File: src/modem_regs_map.vh
// Register offsets, field positions and reset values for the modem host port
`ifndef MODEM_REGS_MAP_VH
`define MODEM_REGS_MAP_VH
`define ADDR_DIV_LOW 3'h0
`define ADDR_DIV_HIGH 3'h1
`define ADDR_IRQ_IDENTIFY 3'h2
`define ADDR_FRAMING 3'h3
`define ADDR_LINE_CTRL 3'h4
`define ADDR_STATUS 3'h6
`define ADDR_SCRATCH 3'h7
`define FRAMING_DIV_ACCESS 7
`define CTRL_DTR 0
`define CTRL_RTS 1
`define CTRL_USER_ONE 2
`define CTRL_USER_TWO 3
`define CTRL_LOOPBACK 4
`define CTRL_WIDTH 5
`define IRQ_MODEM_CODE 3'h0
`define RESET_BYTE 8'h00
`define RESET_CTRL 5'h00
`define RESET_INPUTS 4'h0
`endif
File: src/edge_flag.v
// One change-detect flag: sticky, cleared on status read, set beats clear
`timescale 1ns/10ps
module edge_flag #(
    parameter FALL_ONLY = 0
) (
    // Clock and reset
    input wire clk,
    input wire srst,
    // Observed level and read clear
    input wire level,
    input wire read_clear,
    // Sticky flag
    output reg flag
);
    reg last;
    wire hit;

    // Falling edge only, or any change
    assign hit = FALL_ONLY ? (last & ~level) : (last ^ level);

    // Set wins so an edge in the read cycle is reported next time
    always @(posedge clk) begin
        if (srst) begin
            last <= 1'b0;
            flag <= 1'b0;
        end else begin
            last <= level;
            if (hit)
                flag <= 1'b1;
            else if (read_clear)
                flag <= 1'b0;
        end
    end
endmodule

File: src/modem_host_port.v
// Modem status, scratch and divisor registers of the parallel host port
`timescale 1ns/10ps
`include "modem_regs_map.vh"
// Register map as the host sees it, framing bit 7 selecting the bank:
//   0  divisor low byte (bank 1), otherwise reads zero
//   1  divisor high byte (bank 1), otherwise reads zero
//   2  interrupt identify, read only, bit 0 low while a delta is set
//   3  framing control, always reachable
//   4  line control outputs (bank 0 only): DTR, RTS, two user outputs
//      and the loopback bit; the upper three bits read back as zero
//   5  unmapped, reads zero and ignores writes
//   6  line status inputs: four levels over four sticky delta flags
//   7  scratch byte, plain storage with no side effect
// The divisor is kept for software compatibility only; nothing here
// counts with it, so any value written is harmless.
// Status reads clear the deltas, but an edge landing in the read cycle
// still sets its flag, so software never loses a transition.
module modem_host_port (
    // Clock and reset
    input wire clk,
    input wire srst,
    // Host register port
    input wire [2:0] addr,
    input wire wr_en,
    input wire rd_en,
    input wire [7:0] wr_data,
    output reg [7:0] rd_data,
    // External modem inputs, asynchronous
    input wire dcd_in,
    input wire ri_in,
    input wire dsr_in,
    input wire cts_in,
    // Modem control outputs
    output reg dtr_out,
    output reg rts_out,
    output reg user_output_one,
    output reg user_output_two,
    // Modem status interrupt request
    output reg modem_irq
);
    reg [3:0] sync1;
    reg [3:0] sync2;
    reg [7:0] scratch_byte;
    reg [7:0] divisor_low_byte;
    reg [7:0] divisor_high_byte;
    reg [7:0] framing_control;
    reg [`CTRL_WIDTH-1:0] line_control_outputs;
    reg [3:0] levels;
    reg [7:0] next_rd_data;
    wire [3:0] deltas;
    wire div_access;
    wire status_read;

    assign div_access = framing_control[`FRAMING_DIV_ACCESS];
    assign status_read = rd_en & (addr == `ADDR_STATUS);

    // Two-stage synchronisers, order DCD RI DSR CTS
    always @(posedge clk) begin
        if (srst) begin
            sync1 <= `RESET_INPUTS;
            sync2 <= `RESET_INPUTS;
        end else begin
            sync1 <= {dcd_in, ri_in, dsr_in, cts_in};
            sync2 <= sync1;
        end
    end

    // Level source: loopback uses null-modem crossing of control bits
    always @* begin
        if (line_control_outputs[`CTRL_LOOPBACK]) begin
            levels[3] = line_control_outputs[`CTRL_USER_TWO];
            levels[2] = line_control_outputs[`CTRL_USER_ONE];
            levels[1] = line_control_outputs[`CTRL_DTR];
            levels[0] = line_control_outputs[`CTRL_RTS];
        end else begin
            // Synchronised pins, same bit order as the status nibble
            levels[3] = sync2[3];
            levels[2] = sync2[2];
            levels[1] = sync2[1];
            levels[0] = sync2[0];
        end
    end

    // Change flags: DCD, RI trailing edge, DSR, CTS
    edge_flag #(
        .FALL_ONLY(0)
    ) dcd_flag (
        .clk(clk),
        .srst(srst),
        .level(levels[3]),
        .read_clear(status_read),
        .flag(deltas[3])
    );

    // Ring only reports the end of a ring, not its start
    edge_flag #(
        .FALL_ONLY(1)
    ) ri_flag (
        .clk(clk),
        .srst(srst),
        .level(levels[2]),
        .read_clear(status_read),
        .flag(deltas[2])
    );

    edge_flag #(
        .FALL_ONLY(0)
    ) dsr_flag (
        .clk(clk),
        .srst(srst),
        .level(levels[1]),
        .read_clear(status_read),
        .flag(deltas[1])
    );

    edge_flag #(
        .FALL_ONLY(0)
    ) cts_flag (
        .clk(clk),
        .srst(srst),
        .level(levels[0]),
        .read_clear(status_read),
        .flag(deltas[0])
    );

    // Low divisor byte: storage only, no baud clock derived from it
    always @(posedge clk) begin
        if (srst) begin
            divisor_low_byte <= `RESET_BYTE;
        end else if (wr_en && addr == `ADDR_DIV_LOW && div_access) begin
            divisor_low_byte <= wr_data;
        end
    end

    // High divisor byte, shares its address with nothing in bank 1
    always @(posedge clk) begin
        if (srst) begin
            divisor_high_byte <= `RESET_BYTE;
        end else if (wr_en && addr == `ADDR_DIV_HIGH && div_access) begin
            divisor_high_byte <= wr_data;
        end
    end

    // Framing control stays reachable so software can leave bank 1
    always @(posedge clk) begin
        if (srst) begin
            framing_control <= `RESET_BYTE;
        end else if (wr_en && addr == `ADDR_FRAMING) begin
            framing_control <= wr_data;
        end
    end

    // Control bits; upper bits are reserved and stay zero
    always @(posedge clk) begin
        if (srst) begin
            line_control_outputs <= `RESET_CTRL;
        end else if (wr_en && addr == `ADDR_LINE_CTRL && !div_access) begin
            line_control_outputs <= wr_data[`CTRL_WIDTH-1:0];
        end
    end

    // Scratch byte, no side effect on any other logic
    always @(posedge clk) begin
        if (srst) begin
            scratch_byte <= `RESET_BYTE;
        end else if (wr_en && addr == `ADDR_SCRATCH) begin
            scratch_byte <= wr_data;
        end
    end

    // Read mux; unmapped or hidden addresses read zero
    always @* begin
        next_rd_data = 8'h00;
        if (addr == `ADDR_DIV_LOW && div_access) begin
            next_rd_data = divisor_low_byte;
        end else if (addr == `ADDR_DIV_HIGH && div_access) begin
            next_rd_data = divisor_high_byte;
        end else if (addr == `ADDR_IRQ_IDENTIFY) begin
            // Bit 0 low means pending; only the modem source lives here
            next_rd_data = {4'h0, `IRQ_MODEM_CODE, ~(|deltas)};
        end else if (addr == `ADDR_FRAMING) begin
            next_rd_data = framing_control;
        end else if (addr == `ADDR_LINE_CTRL && !div_access) begin
            next_rd_data = {3'h0, line_control_outputs};
        end else if (addr == `ADDR_STATUS) begin
            next_rd_data = {levels, deltas};
        end else if (addr == `ADDR_SCRATCH) begin
            next_rd_data = scratch_byte;
        end
    end

    // Read data is captured on the strobe and holds until the next read
    always @(posedge clk) begin
        if (srst) begin
            rd_data <= `RESET_BYTE;
        end else if (rd_en) begin
            rd_data <= next_rd_data;
        end
    end

    // Control outputs lag the control register by one clock
    always @(posedge clk) begin
        if (srst) begin
            dtr_out <= 1'b0;
            rts_out <= 1'b0;
            user_output_one <= 1'b0;
            user_output_two <= 1'b0;
        end else begin
            dtr_out <= line_control_outputs[`CTRL_DTR];
            rts_out <= line_control_outputs[`CTRL_RTS];
            user_output_one <= line_control_outputs[`CTRL_USER_ONE];
            user_output_two <= line_control_outputs[`CTRL_USER_TWO];
        end
    end

    // Interrupt level; drops one cycle after the status read clears the flags
    always @(posedge clk) begin
        if (srst) begin
            modem_irq <= 1'b0;
        end else begin
            modem_irq <= |deltas;
        end
    end
endmodule

File: config.mk
export PLATFORM = sky130hd
export DESIGN_NAME = modem_host_port
export DESIGN_NICKNAME = d
export VERILOG_FILES = /design/src/edge_flag.v /design/src/modem_host_port.v
export VERILOG_INCLUDE_DIRS = /design/src
export SDC_FILE = /design/constraint.sdc
export NUM_CORES = 1
export LEC_CHECK = 0
export BUFFER_PORTS_ARGS = -buffer_cell sky130_fd_sc_hd__buf_2
export CORE_MARGIN = 2
export CORE_UTILIZATION = 50
export CTS_CLUSTER_SIZE = 20
export DETAILED_ROUTE_END_ITERATION = 8
export HOLD_SLACK_MARGIN = 0.02
export MAX_ROUTING_LAYER = met4
export PLACE_DENSITY = 0.77
export SLEW_MARGIN = 20
export SYNTH_ARGS = -nofsm -noshare
export SYNTH_HDL_FRONTEND = slang
export SYNTH_SLANG_ARGS = --single-unit
File: constraint.sdc
create_clock -name clk -period 3.1 [get_ports clk]
set_input_delay 0.155 -clock clk [delete_from_list [all_inputs] [get_ports clk]]
set_output_delay 0.155 -clock clk [all_outputs]
set_load 0.01 [all_outputs]
Word-level counts from Yosys, hierarchy flattened. Index checks and enable logic that the tools add are counted.

Order comparisons: 0. Muxes and demuxes: 13. Bitwise operators: 7. $mul: 0. Shifts and indexed selects: 0. Reduce and logical (&&, ||, !) cells: 18. Divide/modulo/power cells: 0. Add/subtract/negate cells: 0. Equality and inequality tests: 6.

Operators with widths (number): $mux 8 (7); $logic_and 1x1->1 (11); $eq 3x3->1 const B (3); $reduce_bool 2->1 (4); $eq 3x2->1 const B (2); $mux 1 (5); $mux 4 (1); $reduce_or 4->1 (1); $eq 3x1->1 const B (1); $logic_not 3->1 (1); $xor 1x1->1 (3); $and 1x1->1 (2); $not 1->1 (2); $logic_not 1->1 (1).

Latch bits: 0. Memories: 0. Input bits: 19. Memory bits (writable): 0. Bits in registers: 66. Logic and storage cells: 65. Bits in read-only memories: 0.

Depth between registers and ports, before layout. Gate-level depths: netlist of the first run.

Word-level depth: 8. Depth in mapped cells: 7. Mapped depth without buffers: 4.

Cells and area by module. A second synthesis of the first run with hierarchy kept.

Cell total of the unflattened synthesis: 318. Area, all modules: 2859.0 um^2.

By module, submodules not included: modem_host_port (cells each 294, instances 1, area each 2592.5 um^2, sequential area each 1161.1 um^2); edge_flag (cts_flag ...) (cells each 6, instances 3, area each 66.3 um^2, sequential area each 40.0 um^2); edge_flag (ri_flag) (cells each 6, instances 1, area each 67.6 um^2, sequential area each 40.0 um^2).

Worst setup path after synthesis of the first run. OpenSTA, ideal clock, no wires.

Kind: register to register. Start: register framing_control[7]. End: register rd_data[2]. Required time: 2964 ps. Clock period less this slack: 1324 ps. Setup time: 136 ps. Buffers on the path: 0. Setup slack: 1776 ps. Arrival: 1188 ps. Cell stages (with the launch flop): 5. Path through: dfxtp_1 > nor2b_1 > nand2_1 > o221ai_1 > o32ai_1.

Cells in the longest elaborated chain, start to end: 7. Elaborated cells on any way between the ends: 9. Those cells by class: 5 x mux; 4 x reduce/logical.

RTL lines: start, declared (line modem_host_port.v:46) `reg [7:0] framing_control;`; start signal, assigned (line modem_host_port.v:147) `` framing_control <= `RESET_BYTE; ``; start signal, assigned (line modem_host_port.v:149) `framing_control <= wr_data;`; $logic_not 1->1 (line modem_host_port.v:183) `` end else if (addr == `ADDR_LINE_CTRL && !div_access) begin ``; $logic_and 1x1->1 (line modem_host_port.v:183); $mux 8 (line modem_host_port.v:183); $mux 8 (line modem_host_port.v:181) `` end else if (addr == `ADDR_FRAMING) begin ``; $mux 8 (line modem_host_port.v:178) `` end else if (addr == `ADDR_IRQ_IDENTIFY) begin ``; $mux 8 (line modem_host_port.v:176) `` end else if (addr == `ADDR_DIV_HIGH && div_access) begin ``; $mux 8 (*) (line modem_host_port.v:174) `` if (addr == `ADDR_DIV_LOW && div_access) begin ``; end signal, assigned (line modem_host_port.v:195) `` rd_data <= `RESET_BYTE; ``; end signal, assigned (line modem_host_port.v:197) `rd_data <= next_rd_data;`; end, declared (line modem_host_port.v:27) `output reg [7:0] rd_data,`.

Mark *: on every way between the ends. The rest lies on a longest branch, timed or not. A chain may end at the register's enable or synchronous reset.

Final worst setup path of the first run. Ends and elaborated chain as after synthesis.

==> reports/results.md, run 1 <==
| Result | Reported |
|:---|:---|
| Via count | 2,359 |
| Root Driver | sky130_fd_sc_hd__clkbuf_8 |
| Clock slew at reported path FFs | 70 ps |
| Final Critical Period | 1740 ps |
| Setup repair after global routing missed its margin | false |
| Max-slew headroom | 0.545 |
| Most area-consuming cells after synthesis | sky130_fd_sc_hd__dfxtp_1 46%, sky130_fd_sc_hd__mux2i_1 9.5%, sky130_fd_sc_hd__nand2_1 5.8% |
| Via count of the first global-routing pass | 2,242 |
| Main combinational cell family by area after synthesis | simple AND/OR/NAND/NOR gates |
| Gate count of the mapped netlist | 317 |
| Initial core utilization | 0.517 |
| Worst Tran Pin Value | 679 ps |
| Async set-or-reset flop fraction in the synthesized netlist | 0 |
| Area share of the leading cell type in the synthesized netlist | 0.464 |
| Die width | 79.5 um |
| Via density per instance | 5.64 |
| Row count | 27 |
| Skew final | 6.54 ps |
| Max-slew violations | 0 |
| Area of the core | 5510 um^2 |
| Seq/Total Area, Yosys | 0.464 |
| Cells along the critical path | nor2b_1 > nand2_1 > o221ai_1 > o32ai_1 |
| Worst supply voltage drop on vdd | 247 uV |
| Power, Total | 0.00169 W |
| Xor and xnor fraction of the mapped netlist area | 0.00308 |
| Power density over the cells | 538 nW/um^2 |
| Final-report setup violation count | 0 |
| # DRC | 0 |
| Number of top-level design ports | 32 |
| Critical path arrival | 1930 ps |
| Placed wire-length estimate | 4.49 mm |
| Compound-Gate Fraction of Synth Area | 0.151 |
| Post-CTS resize count | 0 |
| TritonCTS sink count | 66 |
| Clock tree buffer depth | 2 |
| Cell with the biggest individual delay on the critical path | sky130_fd_sc_hd__dfxtp_1 |
| Count of warnings emitted by yosys | 0 |
| Number of buffers added by the clock tree synthesis step | 9 |
| Area of the multi-input gates | 1380 um^2 |
| Clock tree from TritonCTS | yes |
| Synth Area in Adders | 0 |
| Pin count of the biggest net entering global routing | 37 |
| Area share of and/or/nand/nor cells after synthesis | 0.223 |
| Global route overflow | 0 |
| Fraction of final layout cells with drive strength greater than 1 | 0.162 |
| Worst-case reg-to-reg path depth | 4 |
| Share of cell area taken by muxes after synthesis | 0.107 |
| Max FO, Critical Path | 7 |
| Clock latency of the later-clocked register in the worst-skew pair | 330 ps |
| Post-detailed-route count of antenna-violating nets | 0 |
| Mean instance size in the synthesized netlist | 8.98 um^2 |
| Post-Syn Nets | 336 |
| Area added between synthesis and finish | 10.7% |
| Cell accounting for the most synthesized area | sky130_fd_sc_hd__dfxtp_1 |
| Distinct cells, synth | 52 |
| Drt first-iter violations | 166 |
| Max-capacitance violation count | 0 |
| Maximum clock frequency | 576 MHz |
| H-Tree Depth | 3 |
| Post-cts hold buffer count | 0 |
| Cell area after synthesis | 2850 um^2 |
| Element type at the critical path end | register |
| Quantity of I/O buffers inserted on ports | 31 |
| Post-Route WL | 6.58 mm |
| Count of flip-flops with a built-in enable after synthesis | 0 |
| Global-route wire length before repair | 10.8 mm |
| Synth Register Bits | 66 |
| Number of hold-slack violations in the final timing report | 0 |
| Status | completed |
| Footprint of the flip-flops and latches | 1320 um^2 |
| Global routing usage summed across all routing layers | 0.229 |
| Drt wl/cell | 15.7 um |
| Number of nets in the finished design | 360 |
| Drt pass-1 iters | 5 |
| Cell leakage power | 1.35 nW |
| Classification of the worst-slack hold path | input port to register |
| Die area | 6310 um^2 |
| Most frequent cells after synthesis | 66 x sky130_fd_sc_hd__dfxtp_1, 44 x sky130_fd_sc_hd__nand2_1, 40 x sky130_fd_sc_hd__nor2_1, 31 x sky130_fd_sc_hd__a21oi_1, 27 x sky130_fd_sc_hd__mux2i_1 |
| Post-CTS Setup Repair Bufs | 0 |
| Cell with the most instances after synthesis | sky130_fd_sc_hd__dfxtp_1 |
| Portion of the clock cycle consumed by the worst path in the final layout | 0.560 |
| Floorplan die height | 79.5 um |
| Leading register cell type out of synthesis | sky130_fd_sc_hd__dfxtp_1 |
| Cell depth of the worst hold path | 2 |
| Setup TNS after final layout | 0 ps |
| Initial antenna violation count | 0 |
| Crit path kind | register to register |
| Setup crit start kind | register |
| Last weighted congestion value of the routability-driven placer | 0.867 |
| Endpoint required time on the critical path | 3290 ps |
| Number of inserted diodes | 0 |
| Number of inserted filler cells in the final layout | 502 |
| Maximum cell stage delay along the critical path | 480 ps |
report_power, final:
part | switching, W | internal [W] | total [W]
clock | 0.000299 | 0.000370 | 0.000670
sequential | 0.0000131 | 0.000870 | 0.000883
combinational | 0.0000908 | 0.0000513 | 0.000142
registers in the layout, summed over array words and instances, names as in the netlist, 4 cells and up:
signal,count
divisor_high_byte,8
divisor_low_byte,8
framing_control,8
rd_data,8
scratch_byte,8
line_control_outputs,5
sync1,4
sync2,4
stage by stage:
| step | instance area, um^2 | hold slack [ps] | util | setup slack [ps] | std cells |
|---|---|---|---|---|---|
| 4_1_cts | 3150 | 21.3 | 0.572 | 1410 | 418 |
| 5_1_grt | 3150 | 33.7 | 0.572 | 1230 | 418 |
| 3_5_place_dp | 2970 | 372 | 0.540 | 1330 | 402 |
| 2_1_floorplan | 2850 | 283 | - | 1780 | 317 |
| 3_3_place_gp | 2970 | 369 | 0.540 | 1380 | 402 |
| 6_report | 3150 | 34.8 | 0.572 | 1360 | 418 |
kinds of logic after synthesis:
logic type / count (synthesis)
AND/OR/NAND/NOR: 130
flip-flops: 66
AO/OA/AOI/OAI: 65
multiplexers: 30
buffers and inverters: 25
XOR/XNOR: 1
worst paths after layout:
kind / startpoint / endpoint / slack [ps]
worst max-delay path: framing_control[7] / rd_data[2] / 1360
worst min-delay path: dsr_in / sync1[1] / 30
worst max register to register: framing_control[7] / rd_data[2] / 1360
worst min register to register: sync1[2] / sync2[2] / 440
worst max-delay path, delay by kind of cell (launching register included):
kind,cells,cell delay [ps]
and+or+nand+nor,2,740
DFF,1,480
AOI/OAI and AO/OA,2,370
final cells by class:
class                   instances  share of cell area
multi-input cells             226               0.437
clock buffers                  13              0.0441
clock inverters                 3              0.0127
inverters                       6             0.00715
well taps                      72              0.0286
repair buffers                 32              0.0516
flip-flops and latches         66               0.419
layer usage:
| layer | track usage | wire length [um] | part of all wire | vias to the layer above |
|---|---|---|---|---|
| met3 | 0.0588 | 450 | 0.068 | 22 |
| li1 | - | - | - | 1143 |
| met2 | 0.347 | 3070 | 0.47 | 97 |
| met4 | 0.117 | 212 | 0.032 | 0 |
| met5 | - | 0 | 0 | - |
| met1 | 0.282 | 2850 | 0.43 | 1097 |
cells in the final DEF (no fill, tap or decap), drive strengths merged, types with 2 or more instances in the layout:
cell	instances
mux2	3
inv	6
nand3	6
a211oi	4
nor2	41
a221o	2
a311oi	2
a22oi	2
o22ai	2
a32o	2
clkbuf	13
mux2i	27
or3	2
clkinv	2
and2	2
o221ai	2
o22a	2
nand2b	6
a21oi	31
nand3b	3
dfxtp	66
nor2b	17
nor3b	2
o21ai	6
nand2	45
buf	32
and3	2
o32ai	3
Power figures use the tool's default switching activity.
==> run 2, diff against run 1 <==
Settings changed: PLACE_DENSITY 0.77 to 0.8.
Clock period 3.1 ns to 1.4 ns, I/O delays scaled along.
==> run 2 against run 1 <==
Die area unchanged. Worst hold slack better by 6.5 ps. Wire length grew 8.3%. Clock power is 140% higher. Sequential share of layout area down 4.3 points. Global-route usage grew 2.1 points. Sequential cell count did not move. Final cell count rose by 8.6%. Fmax grew 27%. Count of clock-buffer cells in the layout is 1 higher. Via count rose by 6.8%. Clock skew rose by 1.9 ps. Critical path type unchanged. Largest power group unchanged.
==> reports/results.md, run 2 (synthesis results as in run 1) <==
| Result | Reported |
|:---|:---|
| Portion of the clock cycle consumed by the worst path in the final layout | 0.973 |
| Die area | 6310 um^2 |
| Placed wire-length estimate | 4.97 mm |
| Floorplan die height | 79.5 um |
| Element type at the critical path end | register |
| Worst supply voltage drop on vdd | 609 uV |
| Cell leakage power | 1.55 nW |
| Power, Total | 0.00395 W |
| Power density over the cells | 1120 nW/um^2 |
| Max-slew headroom | 0.636 |
| # DRC | 0 |
| Clock latency of the later-clocked register in the worst-skew pair | 340 ps |
| Setup repair after global routing missed its margin | true |
| Number of top-level design ports | 32 |
| Critical path arrival | 1600 ps |
| Drt wl/cell | 15.7 um |
| Die width | 79.5 um |
| Via count | 2,520 |
| Quantity of I/O buffers inserted on ports | 31 |
| Via count of the first global-routing pass | 2,419 |
| Number of hold-slack violations in the final timing report | 0 |
| Kind of cell adding the most delay to the critical path | compound AO/OA/AOI/OAI gates |
| Global-route wire length before repair | 11.6 mm |
| Last weighted congestion value of the routability-driven placer | 0.971 |
| Fraction of final layout cells with drive strength greater than 1 | 0.241 |
| Leading cell type in the layout, fill and taps excluded | sky130_fd_sc_hd__dfxtp_1 |
| Max-slew violations | 0 |
| Cells along the critical path | nor2b_2 > buf_4 > a221oi_2 > a211oi_1 > a32o_1 |
| Buffers and inverters on the worst path | 1 |
| Drt first-iter violations | 294 |
| Number of buffers added by the clock tree synthesis step | 9 |
| Number of nets in the finished design | 396 |
| Worst Tran Pin Value | 546 ps |
| Clock slew at reported path FFs | 70 ps |
| Pin count of the biggest net entering global routing | 56 |
| Status | completed |
| Clock tree buffer depth | 2 |
| H-Tree Depth | 3 |
| Clock tree from TritonCTS | yes |
| Initial antenna violation count | 0 |
| Row count | 27 |
| Crit path kind | register to register |
| Setup crit start kind | register |
| Area added between synthesis and finish | 23.5% |
| Leading cell types in the layout, fill and taps excluded | 64 x sky130_fd_sc_hd__dfxtp_1, 44 x sky130_fd_sc_hd__nand2_1, 40 x sky130_fd_sc_hd__nor2_1 |
| Post-detailed-route count of antenna-violating nets | 0 |
| Max-capacitance violation count | 0 |
| Area of the core | 5510 um^2 |
| Final-report setup violation count | 0 |
| Initial core utilization | 0.517 |
| Max FO, Critical Path | 7 |
| Global routing usage summed across all routing layers | 0.250 |
| Number of inserted filler cells in the final layout | 461 |
| Classification of the worst-slack hold path | input port to register |
| Final Critical Period | 1360 ps |
| Post-Route WL | 7.12 mm |
| Via density per instance | 5.55 |
| Register-to-Register Setup Slack | 40 ps |
| Final core utilization | 0.638 |
| Drt pass-1 iters | 5 |
| Number of inserted diodes | 0 |
| Endpoint required time on the critical path | 1640 ps |
| Maximum cell stage delay along the critical path | 360 ps |
| TritonCTS sink count | 66 |
| Skew final | 8.45 ps |
| Cell with the biggest individual delay on the critical path | sky130_fd_sc_hd__dfxtp_2 |
| Global route overflow | 0 |
| Root Driver | sky130_fd_sc_hd__clkbuf_8 |
| Maximum clock frequency | 734 MHz |
run 2: cell count changes in the layout (fill, tap and decap cells not counted), moves of 2 or more:
cell and delta:
sky130_fd_sc_hd__clkbuf_8 +2, sky130_fd_sc_hd__buf_4 +25, sky130_fd_sc_hd__dfxtp_2 +2, sky130_fd_sc_hd__mux2i_1 -4
sky130_fd_sc_hd__dfxtp_1 -2, sky130_fd_sc_hd__mux2i_2 +4, sky130_fd_sc_hd__dlygate4sd3_1 +10
run 2: worst paths after layout:
check / from / end / cells after the start
max: framing_control[7] / rd_data[4] / 5
min: wr_data[2] / scratch_byte[2] / 3
max reg2reg: framing_control[7] / rd_data[4] / 5
min reg2reg: sync1[2] / sync2[2] / 1
run 2: where the power goes:
group | total [W] | internal, W | leakage, nW | switching [W]
clock network | 0.00161 | 0.000919 | 0.101 | 0.000686
logic | 0.000393 | 0.000170 | 0.909 | 0.000223
registers | 0.00196 | 0.00193 | 0.537 | 0.0000291
run 2: per-stage QoR:
stage	worst slack [ps]	setup TNS, ps	hold WS [ps]	std cells	cell area (um^2)
after floorplan	76.0	0	198	317	2850
after detailed placement	-72.8	-90.9	284	428	3180
after global placement	7.37	0	281	428	3180
final	37.2	0	41.4	454	3520
after CTS	3.14	0	30.0	454	3480
after global routing	-4.57	-4.57	40.6	454	3520
run 2: layout make-up:
class / instances / area, um^2 / area share
clock inverters: 2 / 35.0 / 0.00996
well taps: 72 / 90.1 / 0.0256
clock buffers: 14 / 163 / 0.0463
flip-flops and latches: 66 / 1320 / 0.377
repair buffers: 68 / 470 / 0.134
inverters: 6 / 22.5 / 0.00641
multi-input cells: 226 / 1410 / 0.401
run 2: layer usage:
layer / part of all wire / up-vias / track usage
li1: - / 1222 / -
met1: 0.42 / 1153 / 0.301
met2: 0.48 / 127 / 0.392
met3: 0.079 / 18 / 0.0554
met4: 0.028 / 0 / 0.133
met5: 0 / - / -
run 2: timing repair:
item | 4_1_cts | 5_1_grt
pin swaps | 0 | 0
hold buffers | 10 | 0
gates resized for setup | 2 | 8
setup endpoints to repair | 4 | 26
buffers inserted | 0 | 0
endpoints found under the hold margin | 20 | 0
run 2: worst register-to-register path: cells and delay by family (launching register included):
kind | cells | cell delay, ps
flops | 1 | 360
buf+inv | 1 | 170
simple gates | 1 | 170
compound gates | 3 | 560
==> run 3, diff against run 2 <==
Settings changed: PLACE_DENSITY 0.8 to 0.77.
Clock period 1.4 ns to 1.65 ns, I/O delays scaled along.
==> run 3 against run 2 <==
Worst hold slack lost 12 ps. Sequential power shrank 15%. Core utilization down 3.6 points. Largest power group unchanged. Final area down 5.7%. Register-to-register slack improved by 30 ps. Die area stayed put. Via count decreased by 4.4%. Sequential share of layout area up 2.2 points. Non-clock buffer count fell by 17.
==> reports/results.md, run 3 (synthesis results as in run 1) <==
| Result | Reported |
|:---|:---|
| Maximum cell stage delay along the critical path | 520 ps |
| Element type at the critical path end | register |
| Floorplan die height | 79.5 um |
| Buffers and inverters on the worst path | 0 |
| Drt wl/cell | 15.6 um |
| Classification of the worst-slack hold path | input port to register |
| Post-CTS Setup Repair Bufs | 0 |
| # DRC | 0 |
| Final core utilization | 0.602 |
| Placed cell areas | 3080 um^2 |
| Initial antenna violation count | 0 |
| Global route overflow | 0 |
| TritonCTS sink count | 66 |
| Max FO, Critical Path | 6 |
| Placed wire-length estimate | 4.88 mm |
| Pin count of the biggest net entering global routing | 30 |
| Clock tree buffer depth | 2 |
| Stages on the worst setup path | 4 |
| Root Driver | sky130_fd_sc_hd__clkbuf_8 |
| GR Util met2 | 0.375 |
| Setup TNS after final layout | 0 ps |
| Global routing usage summed across all routing layers | 0.238 |
| Global Route met1 Usage | 0.287 |
| Setup repair after global routing missed its margin | false |
| Worst slack after detailed placement | 89.0 ps |
| Status | completed |
| Cell with the biggest individual delay on the critical path | sky130_fd_sc_hd__dfxtp_1 |
| Cells along the critical path | mux2i_1 > o21ai_0 > a21bo_2 > a32o_1 |
| Clock tree from TritonCTS | yes |
| Clock latency of the later-clocked register in the worst-skew pair | 350 ps |
| Global-route wire length before repair | 11.0 mm |
| Area of the core | 5510 um^2 |
| Beginning of the worst hold path | wr_data[7] |
| Worst Tran Pin Value | 480 ps |
| Endpoint required time on the critical path | 1890 ps |
| Fraction of final layout cells with drive strength greater than 1 | 0.200 |
| Drt first-iter violations | 156 |
| Drt pass-1 iters | 4 |
| Via count of the first global-routing pass | 2,264 |
| Register-to-Register Setup Slack | 70 ps |
| Max-capacitance violation count | 0 |
| Leading cell types in the layout, fill and taps excluded | 66 x sky130_fd_sc_hd__dfxtp_1, 44 x sky130_fd_sc_hd__nand2_1, 40 x sky130_fd_sc_hd__nor2_1 |
| Terminus of the critical flop-to-flop path | rd_data[4] |
| Final Critical Period | 1580 ps |
| Cell leakage power | 1.44 nW |
| Area added between synthesis and finish | 16.5% |
| Setup crit start kind | register |
| Worst setup startpoint | line_control_outputs[4] |
| Leading cell type in the layout, fill and taps excluded | sky130_fd_sc_hd__dfxtp_1 |
| Worst-case reg-to-reg path depth | 4 |
| Number of hold-slack violations in the final timing report | 0 |
| Clock slew at reported path FFs | 60 ps |
| Layout Cell Area excl Fill | 3320 um^2 |
| Skew final | 4.23 ps |
| Die area | 6310 um^2 |
| Post-Route WL | 6.83 mm |
| Portion of the clock cycle consumed by the worst path in the final layout | 0.960 |
| Number of inserted diodes | 0 |
| Final-report setup violation count | 0 |
| Worst setup path endpoint | rd_data[4] |
| Final critical-path setup slack | 66.3 ps |
| Initial core utilization | 0.517 |
| Number of buffers added by the clock tree synthesis step | 9 |
| Number of top-level design ports | 32 |
| Crit path kind | register to register |
| Die width | 79.5 um |
| Row count | 27 |
| Via count | 2,408 |
| Via density per instance | 5.51 |
| Max-slew violations | 0 |
| Last weighted congestion value of the routability-driven placer | 0.903 |
| Worst supply voltage drop on vdd | 558 uV |
| Number of inserted filler cells in the final layout | 477 |
| Critical path arrival | 1820 ps |
| Layer with the highest usage after global routing | met2 |
| Routing usage on met3 | 0.0509 |
| Maximum clock frequency | 631 MHz |
| Kind of cell adding the most delay to the critical path | compound AO/OA/AOI/OAI gates |
| Max-slew headroom | 0.680 |
| H-Tree Depth | 3 |
| Power density over the cells | 944 nW/um^2 |
| Number of nets in the finished design | 379 |
| Critical register-to-register path startpoint | line_control_outputs[4] |
| Post-detailed-route count of antenna-violating nets | 0 |
| Quantity of I/O buffers inserted on ports | 31 |
## run 3: changes by cell type in the layout (fill, tap and decap cells not counted), sizes merged
cell,previous run,this run
clkbuf,14,11
bufinv,1,0
clkinvlp,0,2
clkinv,1,3
buf,58,45
dlygate4sd3,10,6
## run 3: repair_timing
item,CTS,global route
hold endpoints to repair,8,0
gates resized for setup,0,1
hold buffers,6,0
endpoints found under the setup margin,0,2
## run 3: final cells by class
class / count / area [um^2] / share of cell area
Clock buffer: 11 / 141 / 0.0426
Inverter: 6 / 22.5 / 0.00679
Tap cell: 72 / 90.1 / 0.0272
Multi-Input combinational cell: 226 / 1380 / 0.416
Timing Repair Buffer: 51 / 333 / 0.100
Clock inverter: 5 / 30.0 / 0.00905
Sequential cell: 66 / 1320 / 0.398
## run 3: metrics by stage
step | power (W) | hold WS (ps) | std cells
6_report | 0.00313 | 29.5 | 437
5_1_grt | 0.00324 | 45.6 | 437
4_1_cts | 0.00315 | 23.0 | 437
3_5_place_dp | 0.00198 | 298 | 415
3_3_place_gp | 0.00197 | 292 | 415
2_1_floorplan | 0.00188 | 211 | 317
## run 3: layer usage
layer | vias up | routed length [um]
met5 | - | 0
met4 | 0 | 218
met3 | 20 | 478
met2 | 74 | 3310
met1 | 1134 | 2820
li1 | 1180 | -
## run 3: tightest hold or removal path: cells and delay by family
kind,cells,cell delay [ps]
buffers and inverters,1,120
AO/OA/AOI/OAI,1,60
AND/OR/NAND/NOR,1,60
## run 3: how the worst min path moves through the flow
| stage | end | slack [ps] | cells after the start |
|---|---|---|---|
| 2_1_floorplan | sync1[0] | 210 | 1 |
| 3_3_place_gp | sync1[3] | 290 | 2 |
| 3_5_place_dp | sync1[3] | 300 | 2 |
| 4_1_cts | framing_control[1] | 20 | 3 |
| 5_1_grt | framing_control[4] | 50 | 3 |
| 6_report | scratch_byte[7] | 30 | 3 |
## run 3: report_power, final
group / switching (W) / internal [W] / total [W]
registers: 0.0000243 / 0.00163 / 0.00166
logic: 0.000179 / 0.000123 / 0.000302
clock network: 0.000593 / 0.000577 / 0.00117
total: 0.000796 / 0.00233 / 0.00313
